$ cat config.mk
export PLATFORM = sky130hd
export DESIGN_NAME = sps_sequencer
export DESIGN_NICKNAME = d
export VERILOG_FILES = /design/src/logic/sps_pkg.sv /design/src/logic/sps_sequencer.sv
export SDC_FILE = /design/constraint.sdc
export NUM_CORES = 1
export LEC_CHECK = 0
export BUFFER_PORTS_ARGS = -buffer_cell sky130_fd_sc_hd__buf_2
export CORE_ASPECT_RATIO = 0.75
export CORE_MARGIN = 4
export CORE_UTILIZATION = 40
export DETAILED_ROUTE_END_ITERATION = 10
export SKIP_LAST_GASP = 1
export SYNTH_ARGS = -nofsm -noshare
export SYNTH_HDL_FRONTEND = slang
export SYNTH_SLANG_ARGS = --single-unit
$ cat constraint.sdc
create_clock -name I_CLK -period 2.9 [get_ports I_CLK]
set_clock_uncertainty 0.05 [all_clocks]
set_input_delay 0.58 -clock I_CLK [delete_from_list [all_inputs] [get_ports I_CLK]]
set_output_delay 0.58 -clock I_CLK [all_outputs]
set_load 0.05 [all_outputs]
$ cat src/logic/sps_pkg.sv
// Package for the power-up and supply-fault mode sequencer
package sps_pkg;
	localparam int unsigned CLK_HZ = 50_000_000;
	localparam int unsigned WD_WINDOW_MS = 350;
	localparam int unsigned UV_HOLD_MS = 100;
	localparam int unsigned RST_PULSE_US = 15000;
	localparam int unsigned WD_WINDOW_CYC = WD_WINDOW_MS * (CLK_HZ / 1000);
	localparam int unsigned UV_HOLD_CYC = UV_HOLD_MS * (CLK_HZ / 1000);
	localparam int unsigned RST_PULSE_CYC = RST_PULSE_US * (CLK_HZ / 1000000);
	localparam int CNT_W = 25;

	typedef enum logic [4:0] {
		ST_NREQ = 5'h01,
		ST_NORM = 5'h02,
		ST_WDRST = 5'h04,
		ST_UVRST = 5'h08,
		ST_SLEEP = 5'h10
	} sps_mode_t;

	typedef struct packed {
		logic rst_n;
		logic int_n;
		logic watchdog_fault_out_n;
		logic main_reg_on;
		logic tracking_supply_on;
		logic can_transmit_receive;
	} sps_pins_t;

	typedef struct packed {
		sps_mode_t mode;
		logic [CNT_W-1:0] cnt;
		logic uv_sleep;
		sps_pins_t pins;
	} sps_state_t;
endpackage : sps_pkg

$ cat src/logic/sps_sequencer.sv
// Mode sequencer for power-up, watchdog and main-supply undervoltage
`timescale 1ns/100ps
// Function
// [RL1] After power-up enter Normal Request with CAN active, main on, tracking off.
// [RL2] No watchdog timing write within 350 ms of Normal Request gives a reset and re-entry.
// [RL3] Watchdog fault output is low while waiting for the first watchdog write.
// [RL4] First watchdog write moves to Normal: tracking on, fault released, reset high.
// [RL5] A missed refresh in Normal gives a reset and a return to Normal Request.
// [RL6] Undervoltage with Stop selected enters Reset: reset and interrupt low, fault high.
// [RL7] When the Stop-case overload goes away the device restarts in Normal Request.
// [RL8] Undervoltage with Sleep selected and battery fail clear holds Reset for 100 ms.
// [RL9] After that 100 ms the device enters Sleep with both supplies off.
// [RL10] Windows are counted in clock cycles and restart on each mode entry.
module sps_sequencer
	import sps_pkg::*;
#(
	parameter int unsigned WD_CYC = WD_WINDOW_CYC,
	parameter int unsigned UV_CYC = UV_HOLD_CYC,
	parameter int unsigned RP_CYC = RST_PULSE_CYC
) (
	input wire logic I_CLK,
	input wire logic I_RST,
	input wire logic I_WD_WRITE,
	input wire logic I_WD_REFRESH,
	input wire logic I_WD_MISSED,
	input wire logic I_MAIN_UV,
	input wire logic I_SLEEP_SELECTED,
	input wire logic I_BATTERY_FAIL_FLAG,
	output logic O_RST_N,
	output logic O_INT_N,
	output logic O_WATCHDOG_FAULT_OUT_N,
	output logic O_MAIN_REG_ON,
	output logic O_TRACKING_SUPPLY_ON,
	output logic O_CAN_TRANSMIT_RECEIVE,
	output logic [4:0] O_MODE
);
	sps_state_t s_q, s_d;

	function automatic sps_pins_t pins_for(input sps_mode_t m);
		sps_pins_t p;
		p = '{rst_n: 1'b1, int_n: 1'b1, watchdog_fault_out_n: 1'b1,
			main_reg_on: 1'b1, tracking_supply_on: 1'b0,
			can_transmit_receive: 1'b1};
		unique case (m)
			ST_NREQ: p.watchdog_fault_out_n = 1'b0; // RL1 RL3
			ST_NORM: p.tracking_supply_on = 1'b1; // RL4
			ST_WDRST: begin
				p.rst_n = 1'b0;
				p.watchdog_fault_out_n = 1'b0; // RL3
			end
			ST_UVRST: begin
				p.rst_n = 1'b0; // RL6 RL8
				p.int_n = 1'b0;
			end
			ST_SLEEP: begin
				p.main_reg_on = 1'b0; // RL9
				p.can_transmit_receive = 1'b0;
			end
			default: p.rst_n = 1'b0;
		endcase
		return p;
	endfunction : pins_for

	function automatic logic [CNT_W-1:0] lim(input int unsigned c);
		return CNT_W'(c - 1);
	endfunction : lim

	always_comb begin
		s_d = s_q;
		s_d.cnt = s_q.cnt + 1'b1; // RL10
		unique case (s_q.mode)
			ST_NREQ: begin
				if (I_MAIN_UV) begin
					s_d.mode = ST_UVRST;
					s_d.uv_sleep = I_SLEEP_SELECTED && !I_BATTERY_FAIL_FLAG;
				end else if (I_WD_WRITE) begin
					s_d.mode = ST_NORM; // RL4
				end else if (s_q.cnt == lim(WD_CYC)) begin
					s_d.mode = ST_WDRST; // RL2
				end
			end
			ST_NORM: begin
				if (I_MAIN_UV) begin
					s_d.mode = ST_UVRST; // RL6 RL8
					s_d.uv_sleep = I_SLEEP_SELECTED && !I_BATTERY_FAIL_FLAG;
				end else if (I_WD_MISSED) begin
					s_d.mode = ST_WDRST; // RL5
				end
			end
			ST_WDRST: begin
				if (s_q.cnt == lim(RP_CYC))
					s_d.mode = ST_NREQ; // RL2 RL5
			end
			ST_UVRST: begin
				if (s_q.uv_sleep) begin
					if (s_q.cnt == lim(UV_CYC))
						s_d.mode = ST_SLEEP; // RL9
				end else if (!I_MAIN_UV) begin
					s_d.mode = ST_NREQ; // RL7
				end
			end
			ST_SLEEP: s_d.mode = ST_SLEEP;
			default: s_d.mode = ST_NREQ;
		endcase
		if (s_d.mode != s_q.mode)
			s_d.cnt = '0; // RL10
		s_d.pins = pins_for(s_d.mode);
	end

	always_ff @(posedge I_CLK or posedge I_RST) begin
		if (I_RST) begin
			s_q.mode <= ST_NREQ; // RL1
			s_q.cnt <= '0;
			s_q.uv_sleep <= 1'b0;
			s_q.pins <= 6'b110101;
		end else begin
			s_q <= s_d;
		end
	end

	assign O_RST_N = s_q.pins.rst_n;
	assign O_INT_N = s_q.pins.int_n;
	assign O_WATCHDOG_FAULT_OUT_N = s_q.pins.watchdog_fault_out_n;
	assign O_MAIN_REG_ON = s_q.pins.main_reg_on;
	assign O_TRACKING_SUPPLY_ON = s_q.pins.tracking_supply_on;
	assign O_CAN_TRANSMIT_RECEIVE = s_q.pins.can_transmit_receive;
	assign O_MODE = s_q.mode;

	power_up_a: assert property (@(posedge I_CLK) $fell(I_RST) |-> // RL1
		s_q.mode == ST_NREQ && O_MAIN_REG_ON && !O_TRACKING_SUPPLY_ON)
		else $error("Not in Normal Request after reset");
	wd_timeout_a: assert property (@(posedge I_CLK) disable iff (I_RST) // RL2
		s_q.mode == ST_NREQ && s_q.cnt == lim(WD_CYC) && !I_WD_WRITE
		&& !I_MAIN_UV |=> !O_RST_N)
		else $error("No reset after watchdog window");
	wd_fault_a: assert property (@(posedge I_CLK) disable iff (I_RST) // RL3
		s_q.mode inside {ST_NREQ, ST_WDRST} |-> !O_WATCHDOG_FAULT_OUT_N)
		else $error("Fault output high while waiting");
	first_write_a: assert property (@(posedge I_CLK) disable iff (I_RST)
		s_q.mode == ST_NREQ && I_WD_WRITE && !I_MAIN_UV |=> // RL4
		O_TRACKING_SUPPLY_ON && O_RST_N && O_WATCHDOG_FAULT_OUT_N)
		else $error("Normal entry outputs wrong");
	refresh_miss_a: assert property (@(posedge I_CLK) disable iff (I_RST)
		s_q.mode == ST_NORM && I_WD_MISSED && !I_MAIN_UV |=> // RL5
		!O_RST_N ##[1:1000] 1'b1)
		else $error("No reset on missed refresh");
	uv_stop_a: assert property (@(posedge I_CLK) disable iff (I_RST)
		s_q.mode == ST_UVRST && !s_q.uv_sleep |-> // RL6
		!O_RST_N && !O_INT_N && O_WATCHDOG_FAULT_OUT_N)
		else $error("Stop undervoltage outputs wrong");
	uv_recover_a: assert property (@(posedge I_CLK) disable iff (I_RST)
		s_q.mode == ST_UVRST && !s_q.uv_sleep && !I_MAIN_UV |=> // RL7
		s_q.mode == ST_NREQ)
		else $error("No restart after overload");
	uv_sleep_hold_a: assert property (@(posedge I_CLK) disable iff (I_RST)
		s_q.mode == ST_UVRST && s_q.uv_sleep && s_q.cnt != lim(UV_CYC)
		|=> s_q.mode == ST_UVRST && !O_RST_N) // RL8
		else $error("Sleep reset period cut short");
	sleep_entry_a: assert property (@(posedge I_CLK) disable iff (I_RST)
		s_q.mode == ST_UVRST && s_q.uv_sleep && s_q.cnt == lim(UV_CYC)
		|=> !O_MAIN_REG_ON && !O_TRACKING_SUPPLY_ON) // RL9
		else $error("Supplies not off in Sleep");
	cnt_restart_a: assert property (@(posedge I_CLK) disable iff (I_RST)
		s_q.mode != $past(s_q.mode) |-> s_q.cnt == '0) // RL10
		else $error("Counter not restarted on entry");

	// Pin levels held for the whole of Normal Request and Normal, and CAN outside Sleep
	nreq_pins_a: assert property (@(posedge I_CLK) disable iff (I_RST) // RL1
		s_q.mode == ST_NREQ |-> O_MAIN_REG_ON && !O_TRACKING_SUPPLY_ON
		&& O_CAN_TRANSMIT_RECEIVE && O_RST_N)
		else $error("Normal Request pins wrong");
	can_active_a: assert property (@(posedge I_CLK) disable iff (I_RST) // RL1
		s_q.mode != ST_SLEEP |-> O_CAN_TRANSMIT_RECEIVE)
		else $error("CAN not active outside Sleep");
	norm_pins_a: assert property (@(posedge I_CLK) disable iff (I_RST) // RL4
		s_q.mode == ST_NORM |-> O_MAIN_REG_ON && O_TRACKING_SUPPLY_ON
		&& O_RST_N && O_WATCHDOG_FAULT_OUT_N)
		else $error("Normal pins wrong");
	norm_hold_a: assert property (@(posedge I_CLK) disable iff (I_RST) // RL5
		s_q.mode == ST_NORM && I_WD_REFRESH && !I_WD_MISSED && !I_MAIN_UV
		|=> s_q.mode == ST_NORM && O_RST_N)
		else $error("Refreshed Normal left");

	// Watchdog reset pulse length and return
	wd_pulse_a: assert property (@(posedge I_CLK) disable iff (I_RST) // RL2
		s_q.mode == ST_WDRST && s_q.cnt != lim(RP_CYC)
		|=> s_q.mode == ST_WDRST && !O_RST_N)
		else $error("Watchdog reset pulse cut short");
	wd_return_a: assert property (@(posedge I_CLK) disable iff (I_RST) // RL2
		s_q.mode == ST_WDRST && s_q.cnt == lim(RP_CYC)
		|=> s_q.mode == ST_NREQ && s_q.cnt == '0)
		else $error("No return to Normal Request");
	nreq_wait_a: assert property (@(posedge I_CLK) disable iff (I_RST) // RL2
		s_q.mode == ST_NREQ && s_q.cnt != lim(WD_CYC) && !I_WD_WRITE
		&& !I_MAIN_UV |=> s_q.mode == ST_NREQ)
		else $error("Watchdog window left early");

	// Undervoltage entry and the low-power choice
	uv_entry_a: assert property (@(posedge I_CLK) disable iff (I_RST) // RL6
		s_q.mode inside {ST_NREQ, ST_NORM} && I_MAIN_UV
		|=> s_q.mode == ST_UVRST)
		else $error("Undervoltage not taken");
	uv_stop_sel_a: assert property (@(posedge I_CLK) disable iff (I_RST) // RL6
		s_q.mode inside {ST_NREQ, ST_NORM} && I_MAIN_UV
		&& (!I_SLEEP_SELECTED || I_BATTERY_FAIL_FLAG) |=> !s_q.uv_sleep)
		else $error("Stop case taken as Sleep");
	uv_sleep_sel_a: assert property (@(posedge I_CLK) disable iff (I_RST)
		s_q.mode inside {ST_NREQ, ST_NORM} && I_MAIN_UV // RL8
		&& I_SLEEP_SELECTED && !I_BATTERY_FAIL_FLAG |=> s_q.uv_sleep)
		else $error("Sleep case not taken");
	stop_hold_a: assert property (@(posedge I_CLK) disable iff (I_RST) // RL6
		s_q.mode == ST_UVRST && !s_q.uv_sleep && I_MAIN_UV
		|=> s_q.mode == ST_UVRST)
		else $error("Reset left while overloaded");
	sleep_stay_a: assert property (@(posedge I_CLK) disable iff (I_RST) // RL9
		s_q.mode == ST_SLEEP |=> s_q.mode == ST_SLEEP && !O_MAIN_REG_ON
		&& !O_TRACKING_SUPPLY_ON)
		else $error("Sleep left or supplies on");
endmodule : sps_sequencer

# ---- Yosys cells after proc, flatten, opt, wreduce, memory -nomap -nowiden
# Cells that the tools add are included.
dict set report totals {
  ff_bits 36
}
dict set report op_classes {
  addsub 1
  n_eq_ne 14
  n_mux 16
  reduce_logical 6
}
# cell count
set ops {}
lappend ops {{$mux 5} 9}
lappend ops {{$add 25x1->25 const B} 1}
lappend ops {{$eq 25x20->1 const B} 1}
lappend ops {{$eq 25x23->1 const B} 1}
lappend ops {{$eq 25x25->1 const B} 1}
lappend ops {{$mux 25} 1}
lappend ops {{$pmux 5 s5} 1}
lappend ops {{$eq 5x1->1 const B} 2}
lappend ops {{$eq 5x2->1 const B} 2}
lappend ops {{$eq 5x3->1 const B} 2}
lappend ops {{$eq 5x4->1 const B} 2}
lappend ops {{$eq 5x5->1 const B} 2}
lappend ops {{$mux 1} 5}
lappend ops {{$ne 5x5->1} 1}
lappend ops {{$reduce_or 2->1} 2}
lappend ops {{$reduce_or 3->1} 1}
lappend ops {{$reduce_and 2->1} 1}
lappend ops {{$logic_and 1x1->1} 1}
lappend ops {{$logic_not 1->1} 1}

# ---- Logic depth before layout (Yosys ltp)
dict set report depth {
  word_depth 8
  depth_mapped 7
}

# ---- Worst setup path before layout
# No wires, ideal clock.
dict set report synth_timing {
  kind {register to register}
  startpoint {register s_q[27] in the netlist's numbering}
  endpoint {register s_q[17] in the netlist's numbering}
  setup_ns 0.120
  arrival_ns 2.149
  slack_ns 0.581
  path_stages_with_launch 7
  path_buffers 1
  synth_period_minus_slack_ns 2.319
  cell_sequence {dfrtp_1 -> or3_1 -> or4_1 -> o41a_1 -> a2bb2oi_2 -> buf_6 -> and3_1}
}
# element line
set synth_rtl {}
lappend synth_rtl {{from (decl)} sps_sequencer.sv:37} ;# sps_state_t s_q, s_d;

==> metrics.md <==
| Metric | Value |
|---|---|
| P_leak | 1.13 nW |
| Die width | 92.3 µm |
| Worst-path maximum fanout | 25 |
| Synth top area cells | dfrtp_1 (38%), and3_1 (7.0%), xor2_1 (6.6%) |
| Status | completed |
| Post-CTS setup buffers | 0 |
| Clk pwr share | 0.283 |
| Peak supply drop | 0.295 mV |
| Crit Path Class | reg -> reg |
| Hold WC Path Type | in -> async |
| Most frequent cell after synthesis | dfrtp_1 |
| Switch share | 0.386 |
| Synthesized area | 0.00213 mm² |
| DP Area | 0.00225 mm² |
| List of most frequent post-synthesis cells | dfrtp_1 (32), and3_1 (24), nor2_1 (18), xor2_1 (16) |
| Overflow after GRT | 0 |
| CTS max path bufs | 2 |
| Peak Freq | 0.388 GHz |
| Min Tclk post-route | 2.58 ns |
| Largest net degree at the start of global routing | 37 |
| Arr. time, crit path | 2.71 ns |
| Cts repair resizes | 0 |
| Setup Viol. Count Final | 0 |
| Inserted Diodes | 0 |
| CP Launch Type | register |
| Core area | 0.00501 mm² |
| CTS sink count | 36 |
| CTS Buf Count | 5 |
| Sequential cell area fraction in the yosys report | 0.425 |
| Final hold violation count | 0 |
| DP HPWL | 3.16 mm |
| Internal power | 1.04 mW |
| Row count | 22 |
| Skew-Pair Late Insertion Delay | 0.29 ns |
| Critical R2R Launch | s_q[27] |
| # IOs | 19 |
| DRC | 0 |
| Routability cong. | 0.843 |
| # port buffers | 17 |
| Clock root cell | clkbuf_8 |
| Die span in y | 71.2 µm |
| R2R cell count | 5 |
| Clock transition at the registers of the reported paths | 0.07 ns |
| Ys flop type | dfrtp_1 |
| Reg power frac | 0.367 |
| Vias per cell | 5.18 |
| Yosys warns | 0 |
| FF+latch count, synth | 36 |
| CTS tree | built |
| Layout Utilization | 0.474 |
| Htree depth | 2 |
| Worst Path Required | 3.03 ns |
| Max-slew headroom | 0.417 |
| Via count | 1,651 |
| First-pass GRT wire length | 7.79 mm |
| Synth Instances | 233 |
| Post-synth top area cell | dfrtp_1 |
| P_sw | 0.658 mW |
| Pre-antenna DRT Iters | 4 |
| Wirelength per Cell | 14.1 µm |
| TNS Setup | 0 ns |
| Comb pwr share | 0.350 |
| Initial antenna violation count | 0 |
| Synth Net Count | 242 |
| Total of max-cap violations | 0 |
| Share of synthesized flip-flops with an asynchronous set or reset | 1.00 |
| PwrDens | 716 mW/mm² |
| All-Layer GR Usage | 0.149 |
| Final antenna-violating net count | 0 |
| Cts hold-fix bufs | 0 |
| CP startpoint | s_q[27] |
| Vias in the first global route | 1,580 |
| Fin area | 0.00238 mm² |
| CP Capture Type | register |
| Drt total wl | 4.49 mm |
| Area delta synth->final | 11.5% |
| DRT iter0 DRCs | 124 |
| Worst Tran Pin Value | 0.874 ns |
| Fin crit share | 0.890 |
| Initial Util | 0.425 |
| Share of cells above drive strength 1 | 0.158 |
| Post-synth EDFFs | 0 |
| Post-synthesis cell type count | 46 |
| Full die area | 0.00657 mm² |
| Final net count | 255 |
| Syn Area/Cell | 9.15 µm² |
| Top-area cell type share of the netlist area | 0.376 |
| RSZ-0062 raised after global routing | false |
| Slew Viols, Final | 0 |
[layout by cell type (no fill, tap or decap), drive strengths merged, types with 4 or more instances in the layout]
| cell type | count |
|---|---|
| nor3 | 10 |
| dfrtp | 32 |
| or3 | 4 |
| o21ai | 4 |
| and3 | 24 |
| buf | 23 |
| nor2 | 18 |
| nand3 | 11 |
| inv | 12 |
| nand2 | 12 |
| nor2b | 5 |
| xor2 | 16 |
| clkbuf | 7 |
| nor4 | 8 |
| xnor2 | 9 |
| a21oi | 5 |
| dfstp | 4 |
| or4 | 5 |
[layer usage]
layer / share of wire / global-route usage / vias up
met5: 0 / 0 / -
li1: - / - / 842
met4: 0.0076 / 0.0478 / 0
met1: 0.54 / 0.223 / 781
met3: 0.034 / 0.0378 / 5
met2: 0.41 / 0.210 / 23
[per-stage QoR]
| stage | hold slack [ns] | setup slack (ns) | instances | total power [mW] |
|---|---|---|---|---|
| after CTS | 0.346 | 0.294 | 319 | 1.72 |
| after global placement | 0.435 | 0.200 | 311 | 1.23 |
| after global routing | 0.373 | 0.221 | 319 | 1.82 |
| after floorplan | 0.410 | 0.581 | 233 | 1.13 |
| after detailed placement | 0.437 | 0.180 | 311 | 1.23 |
| final | 0.331 | 0.319 | 319 | 1.70 |
[cell type report]
| cell class | instances | area (µm²) |
|---|---|---|
| clock buffers | 7 | 96.3 |
| repair buffers | 23 | 130 |
| clock inverters | 1 | 30.0 |
| well taps | 72 | 90.1 |
| flip-flops and latches | 36 | 906 |
| fillers | 506 | 2630 |
| inverters | 12 | 45.0 |
| multi-input cells | 168 | 1080 |
[power by group through the flow]
| stage | sequential, mW | clock (mW) | combinational, mW |
|---|---|---|---|
| after global routing | 0.635 | 0.525 | 0.658 |
| after detailed placement | 0.633 | 0 | 0.600 |
| after global placement | 0.634 | 0 | 0.600 |
| after CTS | 0.624 | 0.496 | 0.603 |
| after floorplan | 0.681 | 0 | 0.449 |
| final | 0.625 | 0.482 | 0.595 |
[worst max-delay path: stages, from the launching register on]
cell and delay [ns]:
dfrtp_1 0.42, or3_1 0.42, or4_1 0.54, o41a_1 0.47, a2bb2oi_2 0.30, and3_1 0.28
[kinds of logic after synthesis]
kind of cell	Yosys count	synth area share
buffers and inverters	29	0.0687
XOR/XNOR	25	0.103
AO/OA/AOI/OAI	25	0.0851
flip-flops	36	0.425
AND/OR/NAND/NOR	117	0.312
adder cells (fa/ha/maj)	1	0.00587
[sequential cells by signal, indices dropped and copies added (netlist names)]
register,count
O_CAN_TRANSMIT_RECEIVE,1
O_INT_N,1
O_MODE,5
O_RST_N,1
O_TRACKING_SUPPLY_ON,1
O_WATCHDOG_FAULT_OUT_N,1
s_q,26
[path summary, 6_finish.rpt]
check / end / slack [ns]
worst max-delay path: s_q[30] / 0.32
worst min-delay path: s_q[6] / 0.33
worst max register to register: s_q[30] / 0.32
worst min register to register: s_q[7] / 0.45
max in group asynchronous: O_CAN_TRANSMIT_RECEIVE / 2.13
min in group I_CLK: s_q[7] / 0.45
Note: power is estimated with default switching activity, not from simulation.
